$ cat config.mk
export PLATFORM = sky130hd
export DESIGN_NAME = acl_lexer
export DESIGN_NICKNAME = d
export VERILOG_FILES = /design/src/acl_lexer.v
export VERILOG_INCLUDE_DIRS = /design/src
export SDC_FILE = /design/constraint.sdc
export NUM_CORES = 1
export LEC_CHECK = 0
export BUFFER_PORTS_ARGS = -buffer_cell sky130_fd_sc_hd__clkbuf_2
export CAP_MARGIN = 20
export CORE_MARGIN = 10
export CORE_UTILIZATION = 49
export CTS_BUF_LIST = sky130_fd_sc_hd__clkbuf_4 sky130_fd_sc_hd__clkbuf_8 sky130_fd_sc_hd__clkbuf_16
export DETAILED_ROUTE_END_ITERATION = 8
export PLACE_DENSITY_LB_ADDON = 0.1
export SETUP_SLACK_MARGIN = 0.1
export SLEW_MARGIN = 20
export SYNTH_ARGS = -nofsm -noshare
export SYNTH_HDL_FRONTEND = slang
export SYNTH_SLANG_ARGS = --single-unit
$ cat constraint.sdc
create_clock -name aclk -period 7 [get_ports aclk]
set_clock_uncertainty 0.1 [all_clocks]
set_input_delay 0.7 -clock aclk [delete_from_list [all_inputs] [get_ports aclk]]
set_output_delay 0.7 -clock aclk [all_outputs]
set_load 0.02 [all_outputs]
$ cat src/acl_consts.vh
// Behaviour
// - double quote opens a string; closes at lone double quote; doubled quote is literal.
// - single quote opens a string; closes at lone single quote; doubled quote is literal.
// - quoted strings hold no CR or LF; an unterminated quoted string is an error.
// - unquoted string starts with a letter; then letters, digits or apostrophe.
// - other characters end a word; comma is a separator; unknown characters flag an error.
// - plus, minus, period or digit as first character starts a float number.
// - float is sign, integer digits, point, fraction digits, then E exponent.
// - hash-B header, digits 0 and 1, value 0 to 65535.
// - hash-Q header, digits 0 to 7, value up to 177777 octal.
// - hash-H header, hex digits either case, value up to FFFF.
// - invalid character inside a number is a format error; integers convert to float.
// - echo on returns errors at once; echo off holds them for the error queries.
// - every parsing or command error with a code below 200 sets event status bit 5.
// - every execution error sets event status bit 4.
// - number errors give 104 bad type, 106 missing digit, 107 unexpected digit.
// - codes 115 bad parameter, 116 syntax, 126 argument count are reported.
// - codes 201 out of range and 214 command too long are reported.
// - input buffer holds 1024 characters; overrun gives code 303.
// - output buffer holds 4096 characters; overrun gives code 304.
// - command moves to 2048-character parser buffer; no room gives code 305.
// - leaving remote mode while a response is sent gives code 301.
// - device errors set their status bit only and never enter the queue.
`ifndef ACL_CONSTS_VH
`define ACL_CONSTS_VH

// ----------------------------------------
// register map
// ----------------------------------------
`define ACL_OFF_CTRL     8'h00
`define ACL_OFF_ESR      8'h04
`define ACL_OFF_ERR_CODE 8'h08
`define ACL_OFF_ERR_TEXT 8'h0C
`define ACL_OFF_STATUS   8'h10
`define ACL_RESP_OKAY    2'h0
`define ACL_RESP_SLVERR  2'h2
`define ACL_ESR_CMD      5
`define ACL_ESR_EXE      4
`define ACL_ESR_DEV      3

// ----------------------------------------
// error codes
// ----------------------------------------
`define ACL_E_NUM_TYPE   10'h068
`define ACL_E_DIG_EXP    10'h06A
`define ACL_E_DIG_NEXP   10'h06B
`define ACL_E_SYNTAX     10'h074
`define ACL_E_RANGE      10'h0C9
`define ACL_E_EXE_FIRST  10'h0C8
`define ACL_E_QUERY      10'h12D
`define ACL_E_IBUF       10'h12F
`define ACL_E_OBUF       10'h130
`define ACL_E_PBUF       10'h131

// ----------------------------------------
// buffer sizes and queue
// ----------------------------------------
`define ACL_IBUF_SIZE    11'h400
`define ACL_PBUF_SIZE    12'h800
`define ACL_OBUF_SIZE    13'h1000
`define ACL_QDEPTH       8

// ----------------------------------------
// characters and token kinds
// ----------------------------------------
`define ACL_CH_DQ        8'h22
`define ACL_CH_SQ        8'h27
`define ACL_CH_CR        8'h0D
`define ACL_CH_LF        8'h0A
`define ACL_CH_COMMA     8'h2C
`define ACL_CH_HASH      8'h23
`define ACL_CH_PLUS      8'h2B
`define ACL_CH_MINUS     8'h2D
`define ACL_CH_DOT       8'h2E
`define ACL_CH_SPACE     8'h20
`define ACL_CH_TAB       8'h09
`define ACL_CH_SEMI      8'h3B
`define ACL_CH_LC_E      8'h65
`define ACL_CH_LC_B      8'h62
`define ACL_CH_LC_Q      8'h71
`define ACL_CH_LC_H      8'h68
`define ACL_CASE_BIT     8'h20
`define ACL_TK_STR       2'h0
`define ACL_TK_FLT       2'h1
`define ACL_TK_INT       2'h2
`define ACL_RX_BIN       2'h1
`define ACL_RX_OCT       2'h2
`define ACL_RX_HEX       2'h3

`endif

$ cat src/acl_lexer.v
`timescale 1ns/1ns
`include "acl_consts.vh"
module acl_lexer
(
	input  wire        aclk,
	input  wire        aresetn,
	input  wire [7:0]  s_axi_awaddr,
	input  wire        s_axi_awvalid,
	output wire        s_axi_awready,
	input  wire [31:0] s_axi_wdata,
	input  wire [3:0]  s_axi_wstrb,
	input  wire        s_axi_wvalid,
	output wire        s_axi_wready,
	output reg  [1:0]  s_axi_bresp,
	output reg         s_axi_bvalid,
	input  wire        s_axi_bready,
	input  wire [7:0]  s_axi_araddr,
	input  wire        s_axi_arvalid,
	output wire        s_axi_arready,
	output reg  [31:0] s_axi_rdata,
	output reg  [1:0]  s_axi_rresp,
	output reg         s_axi_rvalid,
	input  wire        s_axi_rready,
	input  wire [7:0]  rx_data,
	input  wire        rx_valid,
	output wire        rx_ready,
	output reg         tok_char_valid,
	output reg  [7:0]  tok_char,
	output reg  [1:0]  tok_char_kind,
	output reg         tok_end,
	output reg  [1:0]  tok_end_kind,
	output reg  [15:0] tok_int,
	output reg  [31:0] tok_float,
	output reg         sep_valid,
	output reg         cmd_end,
	output reg  [10:0] cmd_len_out,
	input  wire        cmd_done,
	input  wire [11:0] cmd_done_len,
	input  wire        resp_push,
	input  wire        resp_pop,
	input  wire        remote_exit,
	input  wire        tx_busy,
	input  wire        ext_err_valid,
	input  wire [9:0]  ext_err_code,
	input  wire        dev_err,
	output reg         err_out_valid,
	output reg  [9:0]  err_out_code
);

// ----------------------------------------
// states and helpers
// ----------------------------------------
localparam [9:0] S_IDLE = 10'h001;
localparam [9:0] S_DQ   = 10'h002;
localparam [9:0] S_DQE  = 10'h004;
localparam [9:0] S_SQ   = 10'h008;
localparam [9:0] S_SQE  = 10'h010;
localparam [9:0] S_WORD = 10'h020;
localparam [9:0] S_FLT  = 10'h040;
localparam [9:0] S_HASH = 10'h080;
localparam [9:0] S_BASE = 10'h100;
localparam [9:0] S_SKIP = 10'h200;
localparam [2:0] F_INT  = 3'h0;
localparam [2:0] F_FRAC = 3'h1;
localparam [2:0] F_EXP  = 3'h2;
localparam [2:0] F_EXPS = 3'h3;
localparam [2:0] F_EXPD = 3'h4;

function is_alpha;
	input [7:0] c;
	begin
		is_alpha = (c >= 8'h41 && c <= 8'h5A) || (c >= 8'h61 && c <= 8'h7A);
	end
endfunction

function is_digit;
	input [7:0] c;
	begin
		is_digit = (c >= 8'h30 && c <= 8'h39);
	end
endfunction

function is_delim;
	input [7:0] c;
	begin
		is_delim = c == `ACL_CH_SPACE || c == `ACL_CH_TAB || c == `ACL_CH_COMMA ||
			c == `ACL_CH_SEMI || c == `ACL_CH_CR || c == `ACL_CH_LF;
	end
endfunction

// bit 4 flags a hex digit, bits 3:0 carry its value
function [4:0] hex_val;
	input [7:0] c;
	reg   [7:0] lc;
	begin
		lc = c | `ACL_CASE_BIT;
		if (is_digit(c))
			hex_val = {1'b1, c[3:0]};
		else if (lc >= 8'h61 && lc <= 8'h66)
			hex_val = {1'b1, lc[3:0] + 4'h9};
		else
			hex_val = 5'h00;
	end
endfunction

function [31:0] u16_to_f32;
	input [15:0] v;
	integer      i;
	reg   [4:0]  msb;
	reg   [38:0] t;
	begin
		msb = 5'h00;
		for (i = 0; i < 16; i = i + 1)
			if (v[i])
				msb = i[4:0];
		t = {23'h000000, v} << (5'h17 - msb);
		if (v == 16'h0000)
			u16_to_f32 = 32'h00000000;
		else
			u16_to_f32 = {1'b0, 8'h7F + {3'h0, msb}, t[22:0]};
	end
endfunction

// ----------------------------------------
// lexer
// ----------------------------------------
reg  [9:0]  state;
reg  [2:0]  fph;
reg         has_digit;
reg  [16:0] acc;
reg  [1:0]  radix;
reg  [10:0] cmd_len;
reg         drop;
reg  [11:0] pused;
reg  [9:0]  next_state;
reg  [2:0]  next_fph;
reg         next_has;
reg  [16:0] next_acc;
reg  [1:0]  next_radix;
reg         tch_v;
reg  [1:0]  tch_kind;
reg         tend_v;
reg  [1:0]  tend_kind;
reg         lerr_v;
reg  [9:0]  lerr_code;
reg         sep_v;
reg         term_v;
reg         pass;
reg  [7:0]  q_ch;
reg  [4:0]  hv;
reg  [19:0] shifted;
reg         ovf;
wire        take  = rx_valid;
wire [7:0]  ch    = rx_data;
wire [7:0]  lch   = rx_data | `ACL_CASE_BIT;
wire        is_t  = (ch == `ACL_CH_CR) || (ch == `ACL_CH_LF);

// the lexer never stalls: every character is handled in its own cycle
assign rx_ready = 1'b1;

always @*
begin
	next_state = state;
	next_fph   = fph;
	next_has   = has_digit;
	next_acc   = acc;
	next_radix = radix;
	tch_v      = 1'b0;
	tch_kind   = `ACL_TK_STR;
	tend_v     = 1'b0;
	tend_kind  = `ACL_TK_STR;
	lerr_v     = 1'b0;
	lerr_code  = `ACL_E_SYNTAX;
	sep_v      = 1'b0;
	term_v     = 1'b0;
	pass       = 1'b0;
	q_ch       = (state == S_DQ || state == S_DQE) ? `ACL_CH_DQ : `ACL_CH_SQ;
	hv         = hex_val(ch);
	shifted    = 20'h00000;
	ovf        = acc[16];
	if (take)
	begin
		if (drop)
		begin
			if (is_t)
			begin
				term_v     = 1'b1;
				next_state = S_IDLE;
			end
		end
		else if (cmd_len == `ACL_IBUF_SIZE && !is_t)
		begin
			lerr_v     = 1'b1;
			lerr_code  = `ACL_E_IBUF;
			next_state = S_SKIP;
		end
		else
		begin
			case (state)
			S_DQ, S_SQ:
			begin
				if (ch == q_ch)
					next_state = (state == S_DQ) ? S_DQE : S_SQE;
				else if (is_t)
				begin
					lerr_v = 1'b1;
					pass   = 1'b1;
				end
				else
					tch_v = 1'b1;
			end
			S_DQE, S_SQE:
			begin
				if (ch == q_ch)
				begin
					tch_v      = 1'b1;
					next_state = (state == S_DQE) ? S_DQ : S_SQ;
				end
				else
				begin
					tend_v = 1'b1;
					pass   = 1'b1;
				end
			end
			S_WORD:
			begin
				if (is_alpha(ch) || is_digit(ch) || ch == `ACL_CH_SQ)
					tch_v = 1'b1;
				else
				begin
					tend_v = 1'b1;
					pass   = 1'b1;
				end
			end
			S_FLT:
			begin
				tch_kind = `ACL_TK_FLT;
				if (is_digit(ch))
				begin
					tch_v = 1'b1;
					if (fph == F_INT || fph == F_FRAC)
						next_has = 1'b1;
					else
						next_fph = F_EXPD;
				end
				else if (ch == `ACL_CH_DOT && fph == F_INT)
				begin
					tch_v    = 1'b1;
					next_fph = F_FRAC;
				end
				else if (lch == `ACL_CH_LC_E && (fph == F_INT || fph == F_FRAC))
				begin
					tch_v    = has_digit;
					next_fph = F_EXP;
					if (!has_digit)
					begin
						lerr_v     = 1'b1;
						lerr_code  = `ACL_E_DIG_EXP;
						next_state = S_SKIP;
					end
				end
				else if ((ch == `ACL_CH_PLUS || ch == `ACL_CH_MINUS) && fph == F_EXP)
				begin
					tch_v    = 1'b1;
					next_fph = F_EXPS;
				end
				else if (is_delim(ch))
				begin
					pass = 1'b1;
					if ((has_digit && fph != F_EXP && fph != F_EXPS))
					begin
						tend_v    = 1'b1;
						tend_kind = `ACL_TK_FLT;
					end
					else
					begin
						lerr_v    = 1'b1;
						lerr_code = `ACL_E_DIG_EXP;
					end
				end
				else
				begin
					lerr_v     = 1'b1;
					lerr_code  = `ACL_E_NUM_TYPE;
					next_state = S_SKIP;
				end
			end
			S_HASH:
			begin
				next_state = S_BASE;
				next_has   = 1'b0;
				next_acc   = 17'h00000;
				if (lch == `ACL_CH_LC_B)
					next_radix = `ACL_RX_BIN;
				else if (lch == `ACL_CH_LC_Q)
					next_radix = `ACL_RX_OCT;
				else if (lch == `ACL_CH_LC_H)
					next_radix = `ACL_RX_HEX;
				else
				begin
					lerr_v     = 1'b1;
					lerr_code  = `ACL_E_NUM_TYPE;
					next_state = S_SKIP;
				end
			end
			S_BASE:
			begin
				if (hv[4] && (radix == `ACL_RX_HEX ||
					(radix == `ACL_RX_OCT && hv[3:0] < 4'h8) || hv[3:1] == 3'h0))
				begin
					next_has = 1'b1;
					case (radix)
					`ACL_RX_BIN:
					begin
						shifted = {3'h0, acc[15:0], 1'b0} | {16'h0000, hv[3:0]};
						ovf     = ovf | acc[15];
					end
					`ACL_RX_OCT:
					begin
						shifted = {1'b0, acc[15:0], 3'h0} | {16'h0000, hv[3:0]};
						ovf     = ovf | (acc[15:13] != 3'h0);
					end
					default:
					begin
						shifted = {acc[15:0], hv[3:0]};
						ovf     = ovf | (acc[15:12] != 4'h0);
					end
					endcase
					next_acc = {ovf, shifted[15:0]};
				end
				else if (is_delim(ch))
				begin
					pass = 1'b1;
					if (!has_digit)
					begin
						lerr_v    = 1'b1;
						lerr_code = `ACL_E_DIG_EXP;
					end
					else if (acc[16])
					begin
						lerr_v    = 1'b1;
						lerr_code = `ACL_E_RANGE;
					end
					else
					begin
						tend_v    = 1'b1;
						tend_kind = `ACL_TK_INT;
					end
				end
				else
				begin
					lerr_v     = 1'b1;
					lerr_code  = hv[4] ? `ACL_E_DIG_NEXP : `ACL_E_NUM_TYPE;
					next_state = S_SKIP;
				end
			end
			S_SKIP:
				pass = is_delim(ch);
			default:
				pass = 1'b1;
			endcase
			if (pass)
			begin
				next_state = S_IDLE;
				if (ch == `ACL_CH_DQ)
					next_state = S_DQ;
				else if (ch == `ACL_CH_SQ)
					next_state = S_SQ;
				else if (is_alpha(ch))
				begin
					tch_v      = 1'b1;
					tch_kind   = `ACL_TK_STR;
					next_state = S_WORD;
				end
				else if (is_digit(ch) || ch == `ACL_CH_PLUS || ch == `ACL_CH_MINUS ||
					ch == `ACL_CH_DOT)
				begin
					tch_v      = 1'b1;
					tch_kind   = `ACL_TK_FLT;
					next_state = S_FLT;
					next_fph   = (ch == `ACL_CH_DOT) ? F_FRAC : F_INT;
					next_has   = is_digit(ch);
				end
				else if (ch == `ACL_CH_HASH)
					next_state = S_HASH;
				else if (ch == `ACL_CH_COMMA)
					sep_v = 1'b1;
				else if (is_t)
					term_v = 1'b1;
				else if (!is_delim(ch) && !lerr_v)
				begin
					lerr_v    = 1'b1;
					lerr_code = `ACL_E_SYNTAX;
				end
			end
		end
	end
end

// ----------------------------------------
// buffers, error sources and queue
// ----------------------------------------
reg  [12:0] olevel;
reg  [7:0]  esr;
reg         echo;
reg  [9:0]  errq [0:`ACL_QDEPTH-1];
reg  [2:0]  q_wr;
reg  [2:0]  q_rd;
reg  [3:0]  q_cnt;
reg         e_v;
reg  [9:0]  e_code;
reg         set_cmd;
reg         set_exe;
wire        pbuf_err = take && term_v && !drop &&
	({1'b0, cmd_len} > (`ACL_PBUF_SIZE - pused));
wire        obuf_err = resp_push && !resp_pop && olevel == `ACL_OBUF_SIZE;
wire        qry_err  = remote_exit && tx_busy;
wire        q_pop;
wire        q_push   = e_v && !echo && q_cnt != `ACL_QDEPTH;

always @*
begin
	e_v    = 1'b1;
	e_code = lerr_code;
	if (lerr_v)
		e_code = lerr_code;
	else if (pbuf_err)
		e_code = `ACL_E_PBUF;
	else if (obuf_err)
		e_code = `ACL_E_OBUF;
	else if (qry_err)
		e_code = `ACL_E_QUERY;
	else if (ext_err_valid)
		e_code = ext_err_code;
	else
		e_v = 1'b0;
	set_cmd = (lerr_v && lerr_code < `ACL_E_EXE_FIRST) ||
		(ext_err_valid && ext_err_code < `ACL_E_EXE_FIRST);
	set_exe = (lerr_v && lerr_code >= `ACL_E_EXE_FIRST) || pbuf_err || obuf_err ||
		qry_err || (ext_err_valid && ext_err_code >= `ACL_E_EXE_FIRST);
end

always @(posedge aclk)
begin
	if (!aresetn)
	begin
		state <= S_IDLE;
		fph <= F_INT;
		has_digit <= 1'b0;
		acc <= 17'h00000;
		radix <= `ACL_RX_BIN;
		cmd_len <= 11'h000;
		drop <= 1'b0;
		pused <= 12'h000;
		olevel <= 13'h0000;
		q_wr <= 3'h0;
		q_cnt <= 4'h0;
		q_rd <= 3'h0;
		tok_char_valid <= 1'b0;
		tok_char <= 8'h00;
		tok_char_kind <= `ACL_TK_STR;
		tok_end <= 1'b0;
		tok_end_kind <= `ACL_TK_STR;
		tok_int <= 16'h0000;
		tok_float <= 32'h00000000;
		sep_valid <= 1'b0;
		cmd_end <= 1'b0;
		cmd_len_out <= 11'h000;
		err_out_valid <= 1'b0;
		err_out_code <= 10'h000;
	end
	else
	begin
		state <= next_state;
		fph <= next_fph;
		has_digit <= next_has;
		acc <= next_acc;
		radix <= next_radix;
		tok_char_valid <= tch_v;
		tok_char <= ch;
		tok_char_kind <= tch_kind;
		tok_end <= tend_v;
		tok_end_kind <= tend_kind;
		tok_int <= acc[15:0];
		tok_float <= u16_to_f32(acc[15:0]);
		sep_valid <= sep_v;
		cmd_end <= term_v;
		if (term_v)
			cmd_len_out <= cmd_len;
		if (take && term_v)
			cmd_len <= 11'h000;
		else if (take && cmd_len != `ACL_IBUF_SIZE)
			cmd_len <= cmd_len + 11'h001;
		if (take && term_v)
			drop <= 1'b0;
		else if (lerr_v && lerr_code == `ACL_E_IBUF)
			drop <= 1'b1;
		// an overrun command is discarded, so it never claims parser space
		pused <= pused + ((term_v && !drop && !pbuf_err) ? {1'b0, cmd_len} : 12'h000) -
			(cmd_done ? cmd_done_len : 12'h000);
		if (resp_push && !resp_pop && olevel != `ACL_OBUF_SIZE)
			olevel <= olevel + 13'h0001;
		else if (resp_pop && !resp_push && olevel != 13'h0000)
			olevel <= olevel - 13'h0001;
		err_out_valid <= e_v && echo;
		err_out_code <= e_code;
		if (q_push)
		begin
			errq[q_wr] <= e_code;
			q_wr <= q_wr + 3'h1;
		end
		if (q_pop)
			q_rd <= q_rd + 3'h1;
		q_cnt <= q_cnt + {3'h0, q_push} - {3'h0, q_pop};
	end
end

// ----------------------------------------
// axi4-lite slave
// ----------------------------------------
reg         aw_held;
reg         w_held;
reg  [7:0]  aw_addr;
reg  [31:0] w_data;
reg  [3:0]  w_strb;
wire [7:0]  ar_word = {s_axi_araddr[7:2], 2'h0};
wire [7:0]  aw_word = {aw_addr[7:2], 2'h0};
wire        rd_take = s_axi_arvalid && !s_axi_rvalid;
wire        wr_go   = aw_held && w_held && !s_axi_bvalid;
wire        rd_esr  = rd_take && ar_word == `ACL_OFF_ESR;

// reading either error register pops the oldest entry; text is formed by software
assign q_pop = rd_take && q_cnt != 4'h0 &&
	(ar_word == `ACL_OFF_ERR_CODE || ar_word == `ACL_OFF_ERR_TEXT);
assign s_axi_awready = !aw_held && !s_axi_bvalid;
assign s_axi_wready  = !w_held && !s_axi_bvalid;
assign s_axi_arready = !s_axi_rvalid;

always @(posedge aclk)
begin
	if (!aresetn)
	begin
		aw_held <= 1'b0;
		w_held <= 1'b0;
		aw_addr <= 8'h00;
		w_data <= 32'h00000000;
		w_strb <= 4'h0;
		s_axi_bvalid <= 1'b0;
		s_axi_bresp <= `ACL_RESP_OKAY;
		s_axi_rvalid <= 1'b0;
		s_axi_rresp <= `ACL_RESP_OKAY;
		s_axi_rdata <= 32'h00000000;
		echo <= 1'b0;
		esr <= 8'h00;
	end
	else
	begin
		if (s_axi_awvalid && s_axi_awready)
		begin
			aw_held <= 1'b1;
			aw_addr <= s_axi_awaddr;
		end
		if (s_axi_wvalid && s_axi_wready)
		begin
			w_held <= 1'b1;
			w_data <= s_axi_wdata;
			w_strb <= s_axi_wstrb;
		end
		if (wr_go)
		begin
			aw_held <= 1'b0;
			w_held <= 1'b0;
			s_axi_bvalid <= 1'b1;
			s_axi_bresp <= `ACL_RESP_OKAY;
			if (aw_word == `ACL_OFF_CTRL)
			begin
				if (w_strb[0])
					echo <= w_data[0];
			end
			else if (aw_word != `ACL_OFF_ESR && aw_word != `ACL_OFF_ERR_CODE &&
				aw_word != `ACL_OFF_ERR_TEXT && aw_word != `ACL_OFF_STATUS)
				s_axi_bresp <= `ACL_RESP_SLVERR;
		end
		else if (s_axi_bvalid && s_axi_bready)
			s_axi_bvalid <= 1'b0;
		if (rd_take)
		begin
			s_axi_rvalid <= 1'b1;
			s_axi_rresp <= `ACL_RESP_OKAY;
			s_axi_rdata <= 32'h00000000;
			if (ar_word == `ACL_OFF_CTRL)
				s_axi_rdata <= {31'h00000000, echo};
			else if (ar_word == `ACL_OFF_ESR)
				s_axi_rdata <= {24'h000000, esr};
			else if (ar_word == `ACL_OFF_ERR_CODE || ar_word == `ACL_OFF_ERR_TEXT)
				s_axi_rdata <= (q_cnt != 4'h0) ? {22'h000000, errq[q_rd]} : 32'h00000000;
			else if (ar_word == `ACL_OFF_STATUS)
				s_axi_rdata <= {3'h0, olevel, pused, q_cnt};
			else
				s_axi_rresp <= `ACL_RESP_SLVERR;
		end
		else if (s_axi_rvalid && s_axi_rready)
			s_axi_rvalid <= 1'b0;
		// a read clears the byte, but an event in the same cycle survives
		esr <= (rd_esr ? 8'h00 : esr) |
			({7'h00, set_cmd} << `ACL_ESR_CMD) |
			({7'h00, set_exe} << `ACL_ESR_EXE) |
			({7'h00, dev_err} << `ACL_ESR_DEV);
	end
end

endmodule

==> results.json <==
{
  "hold_depth": 2,
  "synth_most_common_cell": "dfxtp_1",
  "p_switching_uw": 1430,
  "diodes": 0,
  "drtIter0Drc": 803,
  "rows": 63,
  "p_per_area_nw_per_um2": 281,
  "clkLatencyLatePin_ns": 0.51,
  "viasPerCell": 5.72,
  "critPathTopFamily": "compound AO/OA/AOI/OAI gates",
  "ys_async_sr_fraction": 0,
  "status": "complete, no violations",
  "finalCriticalPeriod_ns": 5.90,
  "swShare": 0.296,
  "syn-instance-count": 1565,
  "grt_pass1_vias": 11600,
  "drtAntennaViolNets": 0,
  "firstDrtPassIters": 5,
  "worst_pin_slew_ns": 1.07,
  "wl_mm": 39.5,
  "path_buf_inv": 3,
  "overflow": 0,
  "synth-edff-count": 80,
  "utilization": 0.575,
  "synth_ff_type": "dfxtp_1",
  "crit_top_cell": "a21o_1",
  "die_w_um": 194,
  "synth_top_area_cell": "dfxtp_1",
  "grt_pass1_wl_mm": 63.9,
  "path_class": "input pin to register",
  "timing.rr.end": "pused[11]",
  "vdd_drop_max_v": 0.000218,
  "yosys_warnings": 0,
  "synthTopCellsByArea": "dfxtp_1 29%, edfxtp_1 16%, ha_1 4.6%",
  "hold_end": "s_axi_rvalid",
  "fin_crit_sh": 0.842,
  "clkPwrFrac": 0.359,
  "worstSetupStartpointType": "input pin",
  "hold_path_class": "input pin to register",
  "dp_hpwl_mm": 28.2,
  "antenna_found_initial": 0,
  "crit_arrival_ns": 6.16,
  "relSlewSlack": 0.284,
  "ys_types": 90,
  "h-tree-depth": 2,
  "synth_common_cells": "213 x dfxtp_1, 180 x nor2_1, 122 x nand2_1, 99 x a21oi_1, 82 x inv_1",
  "synth_top_area_frac": 0.287,
  "slowest_delay_ns": 0.51,
  "start_util": 0.499,
  "die_y_um": 194,
  "comb_power_share": 0.229,
  "setup_viol_count_final": 0,
  "clock_path_buffers": 3,
  "worst-r2r-setup-slack_ns": 1.11,
  "tns_ns": 0,
  "maxSlewViolCount": 0,
  "cp-end-kind": "register",
  "die-area_sq_um": 37700,
  "max_freq_mhz": 170,
  "slowest_stage": "or3b_2",
  "post-route-drc-count": 0,
  "hold_slack_ns": 0.273,
  "num_vias": 12100,
  "finalHoldViolCount": 0,
  "core_area_sq_um": 29800,
  "root_buffer": "clkbuf_16",
  "cts.sinks": 293,
  "ff2ff_path_depth": 24,
  "cts_tree": "done",
  "grt_max_degree": 74,
  "layout-drive-gt1-share": 0.187,
  "layout.nets": 1872,
  "leakage_uw": 0.00687,
  "seq_area_frac_synth": 0.448,
  "area_growth_syn_to_layout_pct": 15.1,
  "syn_area_sq_um": 14900,
  "seqPwrFrac": 0.412,
  "cts_resized": 0,
  "intPower_uw": 3390,
  "port_buffers": 178,
  "nFillCells": 2630,
  "hp-start": "s_axi_rready",
  "r2r_start": "pused[2]",
  "track_usage": 0.203,
  "synth_area_per_cell_sq_um": 9.51,
  "clkSlewWorstSetupHoldPaths_ns": 0.06,
  "place_congestion": 0.917,
  "crit_chain": "clkbuf_2, inv_1, ha_1, or3b_2, nand3_1, mux2_1, o21ai_1, a211oi_1, or3_1, nand2_1, nor4_2, nand2_1, fa_1, inv_1, ha_1, a21o_1, a21o_1, a21o_1, a21o_1, a21oi_1, o21ai_0, o41ai_1, xnor2_1, nor2_1",
  "rsz0062_at_grt": "no",
  "crit_required_ns": 7.26,
  "drv_cap": 0,
  "post_drt_wl_per_cell_um": 18.6,
  "path_max_fanout": 9,
  "cts_setup_buffers": 0,
  "synth_seq_cells": 293,
  "numCtsBuffers": 34,
  "io_pins": 225,
  "cts_hold_buf": 0
}
## metrics by stage
stage | instances | total power [uW] | area [sq um] | setup WS, ns
3_5_place_dp | 2061 | 3110 | 16000 | 0.657
4_1_cts | 2121 | 4860 | 17100 | 1.13
3_3_place_gp | 2061 | 3090 | 16000 | 0.737
2_1_floorplan | 1579 | 2850 | 14900 | 1.34
5_1_grt | 2121 | 5100 | 17100 | 0.690
6_report | 2121 | 4820 | 17100 | 1.10
## flip-flops by register name, indices dropped and copies added, names as in the netlist, 3 cells and up, named ones only
| register | count |
|---|---|
| pused | 12 |
| acc | 17 |
| err_out_code | 10 |
| q_rd | 3 |
| state | 10 |
| esr | 3 |
| cmd_len | 11 |
| q_cnt | 4 |
| fph | 3 |
| olevel | 13 |
| q_wr | 3 |
| aw_addr | 6 |
| cmd_len_out | 11 |
| tok_int | 16 |
| tok_float | 30 |
| errq | 80 |
| tok_char | 8 |
| s_axi_rdata | 29 |
## layout make-up
class                   instances  area (sq um)  area share
multi-input cells            1101          7540       0.440
repair buffers                194          1010      0.0590
inverters                      83           313      0.0183
well taps                     390           488      0.0285
clock inverters                16           158     0.00920
flip-flops and latches        293          6670       0.389
clock buffers                  44           950      0.0554
## power groups by stage
stage / combinational [uW] / clock, uW / sequential (uW)
2_1_floorplan: 857 / 0 / 1990
3_5_place_dp: 1100 / 0 / 2020
3_3_place_gp: 1080 / 0 / 2020
4_1_cts: 1110 / 1770 / 1980
6_report: 1110 / 1730 / 1980
5_1_grt: 1260 / 1840 / 2000
## worst max-delay path by stage
stage | from | end | slack [ns] | cells after the start
6_report | rx_data[1] | pused[11] | 1.10 | 24
2_1_floorplan | rx_data[1] | pused[10] | 1.34 | 26
3_3_place_gp | rx_data[1] | pused[11] | 0.74 | 24
5_1_grt | pused[2] | pused[11] | 0.69 | 24
3_5_place_dp | rx_data[1] | pused[11] | 0.66 | 24
4_1_cts | pused[2] | pused[11] | 1.13 | 24
## cells in the final DEF, fill, tap and decap left out, types with 6 or more instances in the layout
cell       instances
a21oi_1           98
nand3_1           57
nand2b_1          12
nor3_1            39
or2_2              8
inv_1             81
nor3b_1            7
nor2b_1           16
dfxtp_1          213
a211oi_1          14
and2_1            42
a221oi_1           7
and3_1            14
clkbuf_2         178
nand4_1           22
nor3_2             6
clkbuf_4           8
a22oi_1           11
nor2_1           179
nor4_1            18
conb_1            16
mux2i_1           52
a31oi_1            9
mux4_2            23
o21ai_0           45
xor2_1            21
xnor2_1           27
o2111ai_1         17
o31ai_1           13
edfxtp_1          80
fa_1              13
buf_4             16
clkbuf_16         35
a21o_1            11
a221o_1           12
o211ai_1           7
ha_1              55
clkinv_2           7
nand2_1          122
## routing by layer
layer / GRT usage / vias to the layer above / routed length, um / share of wire
li1: - / 5883 / - / -
met1: 0.283 / 5797 / 18500 / 0.47
met2: 0.309 / 390 / 17500 / 0.44
met3: 0.0437 / 53 / 2700 / 0.068
met4: 0.0557 / 0 / 828 / 0.021
met5: 0 / - / 0 / 0
## logic make-up (layout without fill, tap and decap cells)
family,after synthesis,after routing,synth area share
flops,293,293,0.448
buf+inv,185,337,0.0534
fa+ha+maj,68,68,0.0638
xor+xnor,48,48,0.0283
compound gates,312,312,0.143
other cells,2,16,0.000505
mux,78,78,0.0723
simple gates,579,579,0.191
Power figures use the tool's default switching activity.
